<file path="config.mk">
export PLATFORM = sky130hd
export DESIGN_NAME = pbd_core
export DESIGN_NICKNAME = d
export VERILOG_FILES = /design/src/pbd_pkg.sv /design/src/pbd_narrow_pwm.sv /design/src/pbd_core.sv
export VERILOG_INCLUDE_DIRS = /design/src
export SDC_FILE = /design/constraint.sdc
export NUM_CORES = 1
export LEC_CHECK = 0
export BUFFER_PORTS_ARGS = -buffer_cell sky130_fd_sc_hd__buf_2
export CORE_MARGIN = 10
export CORE_UTILIZATION = 55
export DETAILED_ROUTE_END_ITERATION = 12
export GPL_TIMING_DRIVEN = 0
export HOLD_SLACK_MARGIN = 0.06
export PLACE_DENSITY = 0.72
export SYNTH_ARGS = -nofsm -noshare
export SYNTH_HDL_FRONTEND = slang
export SYNTH_SLANG_ARGS = --single-unit
</file>
<file path="constraint.sdc">
create_clock -name mclk_in -period 6.8 [get_ports mclk_in]
set_input_delay 0.68 -clock mclk_in [delete_from_list [all_inputs] [get_ports mclk_in]]
set_output_delay 0.68 -clock mclk_in [all_outputs]
set_load 0.01 [all_outputs]
</file>
<file path="src/pbd_params.svh">
`ifndef PBD_PARAMS_SVH
`define PBD_PARAMS_SVH
// Buffer numbers written to the selector port
`define PBD_SEL_N4_LO   4'h0
`define PBD_SEL_N4_HI   4'h1
`define PBD_SEL_W_MID   4'h2
`define PBD_SEL_W_TOP   4'h3
`define PBD_SEL_W_LO    4'h4
`define PBD_SEL_W_HI    4'h5
`define PBD_SEL_N1_LO   4'h6
`define PBD_SEL_N1_HI   4'h7
`define PBD_SEL_N2_LO   4'h8
`define PBD_SEL_N2_HI   4'h9
`define PBD_SEL_N3_LO   4'ha
`define PBD_SEL_N3_HI   4'hb
`define PBD_SEL_XFER    4'hc
// Widths and reset values
`define PBD_WIDE_W      14
`define PBD_NARROW_W    6
`define PBD_RST_SEL     4'h0
// Counter widths: wide frame 2^15 clocks, narrow period 2^7 clocks
`define PBD_FRAME_W     15
`define PBD_NPER_W      7
`endif

</file>
<file path="src/pbd_pkg.sv">
package pbd_pkg;
  typedef logic [13:0] pbd_wide_t;
  typedef logic [5:0]  pbd_narrow_t;
endpackage : pbd_pkg

</file>
<file path="src/pbd_narrow_pwm.sv">
`timescale 1ns/100ps
`include "pbd_params.svh"
// One 6-bit channel: transfer latch, active copy loaded at period start, and active-low pulse
module pbd_narrow_pwm (
  input  wire logic                mclk_in,
  input  wire logic                rst_n_in,
  input  wire logic                xfer_in,
  input  wire pbd_pkg::pbd_narrow_t stage_in,
  input  wire logic [6:0]          phase_in,
  output logic                     pwm_n_out
);
  pbd_pkg::pbd_narrow_t latch_q;
  pbd_pkg::pbd_narrow_t active_q;

  // Transfer latch holds until overwritten
  always_ff @(posedge mclk_in) begin
    if (!rst_n_in) latch_q <= '0;
    else if (xfer_in) latch_q <= stage_in;
  end

  // Value taken only at period start so pulses never tear
  always_ff @(posedge mclk_in) begin
    if (!rst_n_in) active_q <= '0;
    else if (phase_in == 7'h7f) active_q <= latch_q;
  end

  // Pulse width k times two clocks, period 2^7 clocks
  always_ff @(posedge mclk_in) begin
    if (!rst_n_in) pwm_n_out <= 1'b1;
    else pwm_n_out <= !(phase_in[6:1] < active_q);
  end
endmodule : pbd_narrow_pwm

</file>
<file path="src/pbd_core.sv">
`timescale 1ns/100ps
`include "pbd_params.svh"
module pbd_core #(
  parameter bit OPEN_DRAIN = 1'b0
) (
  input  wire logic       mclk_in,
  input  wire logic       rst_n_in,
  input  wire logic       sel_wr_in,
  input  wire logic [3:0] buffer_number_port_in,
  input  wire logic       nib_wr_in,
  input  wire logic [3:0] staging_nibble_port_in,
  input  wire logic       pins_enable_in,
  output logic            wide_channel_output_out,
  output logic            narrow_channel_a_output_out,
  output logic            narrow_channel_b_output_out,
  output logic            narrow_channel_c_output_out,
  output logic            narrow_channel_d_output_out,
  output logic [4:0]      pin_out,
  output logic [4:0]      pin_oe_n_out
);
  logic [3:0]           sel_q;
  pbd_pkg::pbd_wide_t   wstage_q;
  pbd_pkg::pbd_wide_t   wlatch_q;
  pbd_pkg::pbd_wide_t   wactive_q;
  pbd_pkg::pbd_narrow_t nstage_q [4];
  logic                 xfer_q;
  logic [14:0]          frame_q;
  logic [14:0]          frame_d;
  logic                 wide_n_q;
  logic [3:0]           narrow_n;
  logic [4:0]           pwm_n;
  logic                 extra_hit;
  logic                 pins_en_q;

  // Buffer map seen by the core:
  //   0,1 narrow d low/high pair
  //   2,3 wide bits 9..6 and 13..10
  //   4,5 wide bits 3..0 and 5..4
  //   6,7 narrow a; 8,9 narrow b; a,b narrow c
  //   c   transfer all staging to the latches
  //   d..f nothing at all
  // High-pair buffers keep only the low two bits of the nibble.
  // Staging never reaches a pin directly: latches and period- or frame-aligned
  // active copies sit between, so a half-loaded value is never seen.

  // Selector; writing the transfer code raises a one-cycle transfer
  always_ff @(posedge mclk_in) begin
    if (!rst_n_in) begin
      sel_q  <= `PBD_RST_SEL;
      xfer_q <= 1'b0;
    end else begin
      xfer_q <= sel_wr_in && (buffer_number_port_in == `PBD_SEL_XFER);
      if (sel_wr_in) sel_q <= buffer_number_port_in;
    end
  end

  // Wide staging buffer, one nibble (or pair) per buffer number
  always_ff @(posedge mclk_in) begin
    if (!rst_n_in) wstage_q <= '0;
    else if (nib_wr_in) begin
      case (sel_q)
        `PBD_SEL_W_MID: wstage_q[9:6]   <= staging_nibble_port_in;
        `PBD_SEL_W_TOP: wstage_q[13:10] <= staging_nibble_port_in;
        `PBD_SEL_W_LO:  wstage_q[3:0]   <= staging_nibble_port_in;
        `PBD_SEL_W_HI:  wstage_q[5:4]   <= staging_nibble_port_in[1:0];
        default: ;
      endcase
    end
  end

  // Channel a staging: buffers 6 and 7
  always_ff @(posedge mclk_in) begin
    if (!rst_n_in) begin
      nstage_q[0] <= '0;
    end else if (nib_wr_in && (sel_q == `PBD_SEL_N1_LO)) begin
      nstage_q[0][3:0] <= staging_nibble_port_in;
    end else if (nib_wr_in && (sel_q == `PBD_SEL_N1_HI)) begin
      nstage_q[0][5:4] <= staging_nibble_port_in[1:0];
    end
  end

  // Channel b staging: buffers 8 and 9
  always_ff @(posedge mclk_in) begin
    if (!rst_n_in) begin
      nstage_q[1] <= '0;
    end else if (nib_wr_in && (sel_q == `PBD_SEL_N2_LO)) begin
      nstage_q[1][3:0] <= staging_nibble_port_in;
    end else if (nib_wr_in && (sel_q == `PBD_SEL_N2_HI)) begin
      nstage_q[1][5:4] <= staging_nibble_port_in[1:0];
    end
  end

  // Channel c staging: buffers a and b
  always_ff @(posedge mclk_in) begin
    if (!rst_n_in) begin
      nstage_q[2] <= '0;
    end else if (nib_wr_in && (sel_q == `PBD_SEL_N3_LO)) begin
      nstage_q[2][3:0] <= staging_nibble_port_in;
    end else if (nib_wr_in && (sel_q == `PBD_SEL_N3_HI)) begin
      nstage_q[2][5:4] <= staging_nibble_port_in[1:0];
    end
  end

  // Channel d staging: buffers 0 and 1, the reset value of the selector
  always_ff @(posedge mclk_in) begin
    if (!rst_n_in) begin
      nstage_q[3] <= '0;
    end else if (nib_wr_in && (sel_q == `PBD_SEL_N4_LO)) begin
      nstage_q[3][3:0] <= staging_nibble_port_in;
    end else if (nib_wr_in && (sel_q == `PBD_SEL_N4_HI)) begin
      nstage_q[3][5:4] <= staging_nibble_port_in[1:0];
    end
  end

  // Frame counter wraps on its own, so no terminal compare is needed
  assign frame_d = frame_q + 15'h0001;

  // Free-running frame counter; low 7 bits are the narrow phase
  always_ff @(posedge mclk_in) begin
    if (!rst_n_in) frame_q <= '0;
    else frame_q <= frame_d;
  end

  // Wide latch and frame-aligned active copy
  always_ff @(posedge mclk_in) begin
    if (!rst_n_in) begin
      wlatch_q  <= '0;
      wactive_q <= '0;
    end else begin
      if (xfer_q) wlatch_q <= wstage_q;
      if (frame_q == 15'h7fff) wactive_q <= wlatch_q;
    end
  end

  // Lowest set bit of the sub-period index picks the data bit that grants
  // the extra unit; sub-period 0 never gets one, so extras stay spread
  always_comb begin
    extra_hit = 1'b0;
    casez (frame_q[14:9])
      6'b?????1: extra_hit = wactive_q[5]; // Odd sub-periods
      6'b????10: extra_hit = wactive_q[4];
      6'b???100: extra_hit = wactive_q[3];
      6'b??1000: extra_hit = wactive_q[2];
      6'b?10000: extra_hit = wactive_q[1];
      6'b100000: extra_hit = wactive_q[0]; // Middle of the frame only
      default:   extra_hit = 1'b0;         // Sub-period 0
    endcase
  end

  // Wide pulse: n*2 clocks per 512-clock sub-period, plus one 2-clock extra
  always_ff @(posedge mclk_in) begin
    if (!rst_n_in) wide_n_q <= 1'b1;
    else wide_n_q <= !(({1'b0, frame_q[8:1]} < ({1'b0, wactive_q[13:6]} +
                        {8'h00, extra_hit})));
  end

  // Four narrow channels share one module
  for (genvar g = 0; g < 4; g++) begin : g_narrow
    pbd_narrow_pwm u_ch (
      .mclk_in   (mclk_in),
      .rst_n_in  (rst_n_in),
      .xfer_in   (xfer_q),
      .stage_in  (nstage_q[g]),
      .phase_in  (frame_q[6:0]),
      .pwm_n_out (narrow_n[g])
    );
  end

  // One vector for the pins: bit 0 wide, bits 1..4 narrow a..d
  assign pwm_n = {narrow_n, wide_n_q};

  // Pin enable latched so pins stay high-impedance until enabled
  always_ff @(posedge mclk_in) begin
    if (!rst_n_in) pins_en_q <= 1'b0;
    else pins_en_q <= pins_enable_in;
  end

  // Registered outputs; open drain only pulls low
  always_ff @(posedge mclk_in) begin
    if (!rst_n_in) begin
      wide_channel_output_out     <= 1'b1;
      narrow_channel_a_output_out <= 1'b1;
      narrow_channel_b_output_out <= 1'b1;
      narrow_channel_c_output_out <= 1'b1;
      narrow_channel_d_output_out <= 1'b1;
      pin_out                     <= 5'h1f;
      pin_oe_n_out                <= 5'h1f;
    end else begin
      wide_channel_output_out     <= pwm_n[0];
      narrow_channel_a_output_out <= pwm_n[1];
      narrow_channel_b_output_out <= pwm_n[2];
      narrow_channel_c_output_out <= pwm_n[3];
      narrow_channel_d_output_out <= pwm_n[4];
      pin_out                     <= pwm_n;
      // Open drain releases the pin rather than driving it high
      pin_oe_n_out[0]             <= !pins_en_q || (OPEN_DRAIN && pwm_n[0]);
      pin_oe_n_out[1]             <= !pins_en_q || (OPEN_DRAIN && pwm_n[1]);
      pin_oe_n_out[2]             <= !pins_en_q || (OPEN_DRAIN && pwm_n[2]);
      pin_oe_n_out[3]             <= !pins_en_q || (OPEN_DRAIN && pwm_n[3]);
      pin_oe_n_out[4]             <= !pins_en_q || (OPEN_DRAIN && pwm_n[4]);
    end
  end
endmodule : pbd_core

</file>
* After elaboration in Yosys (flattened, before gate mapping)
Memory sizes are Yosys's and may differ from the RTL's. A register that Yosys moved wholly into a read port is not among the register bits.
Index checks and enable logic that the tools add are counted.
** Storage, ports and cells
- Register bits after elaboration :: 103
- Memory bits (writable) :: 24
- Input port bits :: 13
- Output and inout bits :: 15
- Word-level logic and storage cells :: 123
- Memories :: 1
** Memory list
- nstage_q :: depth 4, bits a word 6, rd ports 4, clocked after Yosys merged registers in 4, write ports 4, line pbd_core.sv:25 : pbd_pkg::pbd_narrow_t nstage_q [4];
** Cells by class
- Add/subtract/negate cells :: 2
- $lt $le $gt $ge :: 5
- Eq/ne operators :: 19
- Multiplexer cells :: 38
- Bitwise logic cells :: 8
- Reductions and logical operators :: 24
** Operator list (number)
- $mux W1 :: 29
- $eq A4 B4 Y1 const B :: 6
- $lt A6 B6 Y1 :: 4
- $eq A4 B3 Y1 const B :: 4
- $mux W4 :: 4
- $add A15 B1 Y15 const B :: 1
- $eq A15 B15 Y1 const B :: 1
- $logic_not A1 Y1 :: 10
- $add A8 B1 Y9 :: 1
- $logic_and A1 B1 Y1 :: 9
- $lt A8 B9 Y1 :: 1
- $eq A4 B2 Y1 const B :: 2
- $mux W2 :: 4
- $or A1 B1 Y1 :: 8
- $reduce_and A2 Y1 :: 4
- $eq A7 B7 Y1 const B :: 1
- $eq A6 B6 Y1 const B :: 1
- $pmux W1 S6 :: 1
- $eq A5 B5 Y1 const B :: 1
- $eq A4 B1 Y1 const B :: 1
- $logic_not A4 Y1 :: 1
- $eq A3 B3 Y1 const B :: 1
- $eq A2 B2 Y1 const B :: 1

* Longest topological paths before layout
- Depth in word-level cells :: 7
- Gate-level depth with buffers :: 14
- Depth with buffers taken out :: 14

* By module
From an unflattened synthesis, not the netlist that was laid out.
** Unflattened totals
- Cell total of the unflattened synthesis :: 669
- Area, all modules :: 6687.7 um^2
** Modules (own cells, without submodules)
- pbd_core :: times used 1, cells an instance 401, area each 4130.2 um^2, seq. area each 2122.0 um^2
- pbd_narrow_pwm :: times used 4, cells an instance 67, area each 639.4 um^2, seq. area each 260.2 um^2

* Worst setup path before layout
No wires, ideal clock.
- Path type :: register to register
- Start :: register frame_q[13]
- End :: register wide_n_q
- Library setup time :: 0.135 ns
- Data arrival time :: 2.428 ns
- Path slack :: 4.237 ns
- Stages on the path, launching flop included :: 14
- Cell sequence :: dfxtp_1 a21oi_1 a221oi_1 a2111oi_0 a221oi_1 ha_1 ha_1 and3_1 xnor2_1 ha_1 a211oi_1 o21ai_0 o2111ai_1 a22oi_1
** On the way
- Cells in the longest elaborated chain, start to end :: 5
- Elaborated cells on any way between the ends :: 6
- Those cells by class :: add/sub: 1; order compare: 1; eq/ne: 2; mux: 1; reduce/logical: 1
** RTL lines
- start: declaration :: line pbd_core.sv:27 : logic [14:0] frame_q;
- start signal: assignment :: line pbd_core.sv:121 : else frame_q <= frame_d;
- $eq A6 B6 Y1 or $eq A5 B5 Y1 (tied branches) :: line pbd_core.sv:139 : casez (frame_q[14:9])
- $pmux W1 S6 (*) :: line pbd_core.sv:139
- $add A8 B1 Y9 (*) :: line pbd_core.sv:153 : else wide_n_q <= !(({1'b0, frame_q[8:1]} < ({1'b0, wactive_q[13:6]} +
- $lt A8 B9 Y1 (*) :: line pbd_core.sv:153
- $logic_not A1 Y1 (*) :: line pbd_core.sv:153
- end signal: assignment :: line pbd_core.sv:153
- end: declaration :: line pbd_core.sv:29 : logic wide_n_q;
Every way passes the cells marked *; elsewhere a longest branch is shown, timed or not.
A chain may end at the register's enable or synchronous reset.

* Worst setup path after layout
Ends and elaborated chain as after synthesis.

==> flow_metrics.tcl <==
set metrics [dict create \
    placed_area_sq_um 6760 \
    hold_violations 0 \
    hpwl_microns 9430 \
    critPathKind "flop to flop" \
    clockRootBuffer "clkbuf_16" \
    drive_above_1_share_pct 12.0 \
    drv_slew 0 \
    synth_flop_cell "dfxtp_1" \
    startpoint_type "flop" \
    grt_first_pass_wirelength_microns 21500 \
    synth-edff-count 24 \
    hold_end "pin_oe_n_out[0]" \
    wl_microns 12800 \
    grt_antenna_before_repair 0 \
    initial_core_util_pct 56.4 \
    layout_commonest_cell "dfxtp_1" \
    die_area_sq_um 16500 \
    finalCritPeriodShare_pct 41.7 \
    crit_top_cell "ha_1" \
    area_delta_synth_final_pct 13.3 \
    core_area_sq_um 11500 \
    worst-slew-pin-transition_ns 0.718 \
    mostFrequentLayoutCells "dfxtp_1, nand2_1, nor2b_1, mux2i_1, buf_2" \
    layout_min_cycle_time_ns 2.84 \
    cap_violations 0 \
    cts.sinks 146 \
    synthArstFlopShare_pct 0 \
    rsz0062_at_grt "no" \
    rr_endpoint "wide_n_q" \
    powerDensity_nw_per_um2 250 \
    tns_ns 0 \
    r2r-start "frame_q[13]" \
    setup_viol 0 \
    die_w_microns 128 \
    cts.path.max_buffers 2 \
    insertion_delay_ns 0.42 \
    crit_family "compound AO/OA/AOI/OAI gates" \
    synth.yosys.warnings 0 \
    synth_area_per_cell_sq_um 9.87 \
    ant_nets 0 \
    port_buffers 24 \
    vdd_ir_drop_max_mv 0.169 \
    synth.yosys.seq_area_share_pct 48.9 \
    wire_per_inst_microns 15.0 \
    p_leak_nw 2.68 \
    clk_pin_slew_worst_paths_ns 0.06 \
    fin_area_sq_um 7320 \
    n_fill_cell 949 \
    grt_max_degree 17 \
    yosysUniqueCellTypes 45 \
    die_y_microns 128 \
    cp.arrival_ns 3.10 \
    r2r_setup_slack_ns 3.96 \
    crit_path_max_incr_delay_ns 0.38 \
    r2r_cells 13 \
    cts_resized 0 \
    hp-start "pins_en_q" \
    drc 0 \
    cp.required_ns 7.07 \
    vias_per_cell 5.22 \
    yosysTopAreaCellShare_pct 37.8 \
    cp_cell_sequence "nand3b_1 -> a221oi_1 -> a2111oi_0 -> a221oi_1 -> ha_1 -> ha_1 -> and3_1 -> xnor2_1 -> ha_1 -> a211oi_1 -> o21ai_0 -> o2111ai_1 -> a22oi_1" \
    yosysTopAreaCell "dfxtp_1" \
    postCtsHoldBufs 0 \
    cts_tree "yes" \
    synth.area.top_cells "dfxtp_1, edfxtp_1, mux2i_1, ha_1, nor2b_1" \
    synth.cell_area_sq_um 6460 \
    total_power_mw 1.83 \
    ys_ff_latch 146 \
    post-cts-setup-buffer-count 0 \
    firstDrtPassIters 5 \
    drt_iter0_markers 253 \
    gp_congestion 0.797 \
    nets 741 \
    htree_levels 4 \
    netlist_instances 655 \
    io_pins 28 \
    path_buf_inv 0 \
    fmax_mhz 353 \
    hold_class "flop to flop" \
    cp_max_fo 4 \
    gr-total-overflow 0 \
    end_kind "flop" \
    vias 4461 \
    min_path_cells 1 \
    grt_util_all_layers_pct 16.4 \
    fin_skew_ns 0.00942 \
    rows 39 \
    status "finished clean" \
    max_slew_margin_pct 52.1 \
    cp_slowest_cell "dfxtp_1" \
    cts_made_buffers 17 \
    antenna_cells 0 \
    grt_pass1_vias 4341 \
    syn-num-nets 698 \
]
==> power by group <==
part | switching, mW | total [mW] | internal (mW)
logic | 0.0406 | 0.0703 | 0.0297
clock network | 0.339 | 0.860 | 0.520
registers | 0.00958 | 0.902 | 0.893
total | 0.389 | 1.83 | 1.44
==> flip-flops by register name (all words and copies together) (netlist names) <==
name / flops
pins_en_q: 1
sel_q: 4
frame_q: 15
wlatch_q: 14
wactive_q: 14
xfer_q: 1
wide_n_q: 1
wstage_q: 14
pin_oe_n_out: 1
g_narrow.u_ch.active_q: 24
narrow_channel_d_output_out: 1
pin_out: 4
g_narrow.u_ch.latch_q: 24
nstage_q: 24
g_narrow.u_ch.pwm_n_out: 4
==> cell usage after synthesis (2+ instances only) <==
library cell and number:
dfxtp_1 122, nand2_1 76, nor2b_1 56, mux2i_1 54, ha_1 30, and2_1 29
nand3_1 29, a21boi_0 28, inv_1 27, edfxtp_1 24, o21ai_0 24, clkbuf_1 22
nand2b_1 15, nor2_1 14, a21oi_1 10, buf_4 10, xor2_1 10, a21o_1 8
nor3_1 8, buf_2 7, xnor2_1 7, o21ai_2 6, or3_1 4, nand3b_1 3
nand4_1 3, nor4_1 3, a221oi_1 2, and3_1 2, buf_1 2, buf_6 2
nand4b_1 2, nor3b_1 2, o31ai_1 2
==> cells by family (layout without fill, tap and decap cells) <==
family          Yosys count  after routing  synth area share [%]
buf+inv                  70            126                  5.01
flops                   146            146                  48.9
xor+xnor                 17             17                  2.30
simple gates            252            252                  20.7
fa+ha+maj                30             30                  5.81
mux                      54             54                  8.36
compound gates           86             86                  8.85
==> how the worst max path moves through the flow <==
stage	from	end	slack, ns	cells after the start
4_1_cts	frame_q[13]	wide_n_q	3.97	13
5_1_grt	frame_q[13]	wide_n_q	3.56	13
3_5_place_dp	frame_q[13]	wide_n_q	4.02	13
3_3_place_gp	frame_q[13]	wide_n_q	4.02	13
6_report	frame_q[13]	wide_n_q	3.96	13
2_1_floorplan	frame_q[13]	wide_n_q	4.24	13
==> per-layer routing <==
layer | track usage [%] | routed length [microns]
met5 | 0 | 0
met2 | 25.4 | 5950
met3 | 4.56 | 545
met1 | 21.6 | 6260
met4 | 5.89 | 86
==> stage by stage <==
stage	hold slack, ns	std cells	utilization [%]	setup WS, ns
detailed placement	0.364	822	59.0	4.02
CTS	0.381	854	63.9	3.97
floorplan	0.352	655	-	4.24
finish	0.383	854	63.9	3.96
global route	0.402	854	63.9	3.56
global placement	0.358	822	59.0	4.02
==> final cells by class <==
cell class / instances / area, sq um / area share [%]
Timing Repair Buffer: 24 / 120 / 1.64
Clock buffer: 22 / 505 / 6.90
Inverter: 27 / 101 / 1.38
Sequential cell: 146 / 3160 / 43.2
Tap cell: 143 / 179 / 2.44
Buffer: 43 / 223 / 3.04
Clock inverter: 10 / 55.1 / 0.752
Multi-Input combinational cell: 439 / 2980 / 40.6
(Power assumes the default switching activity.)
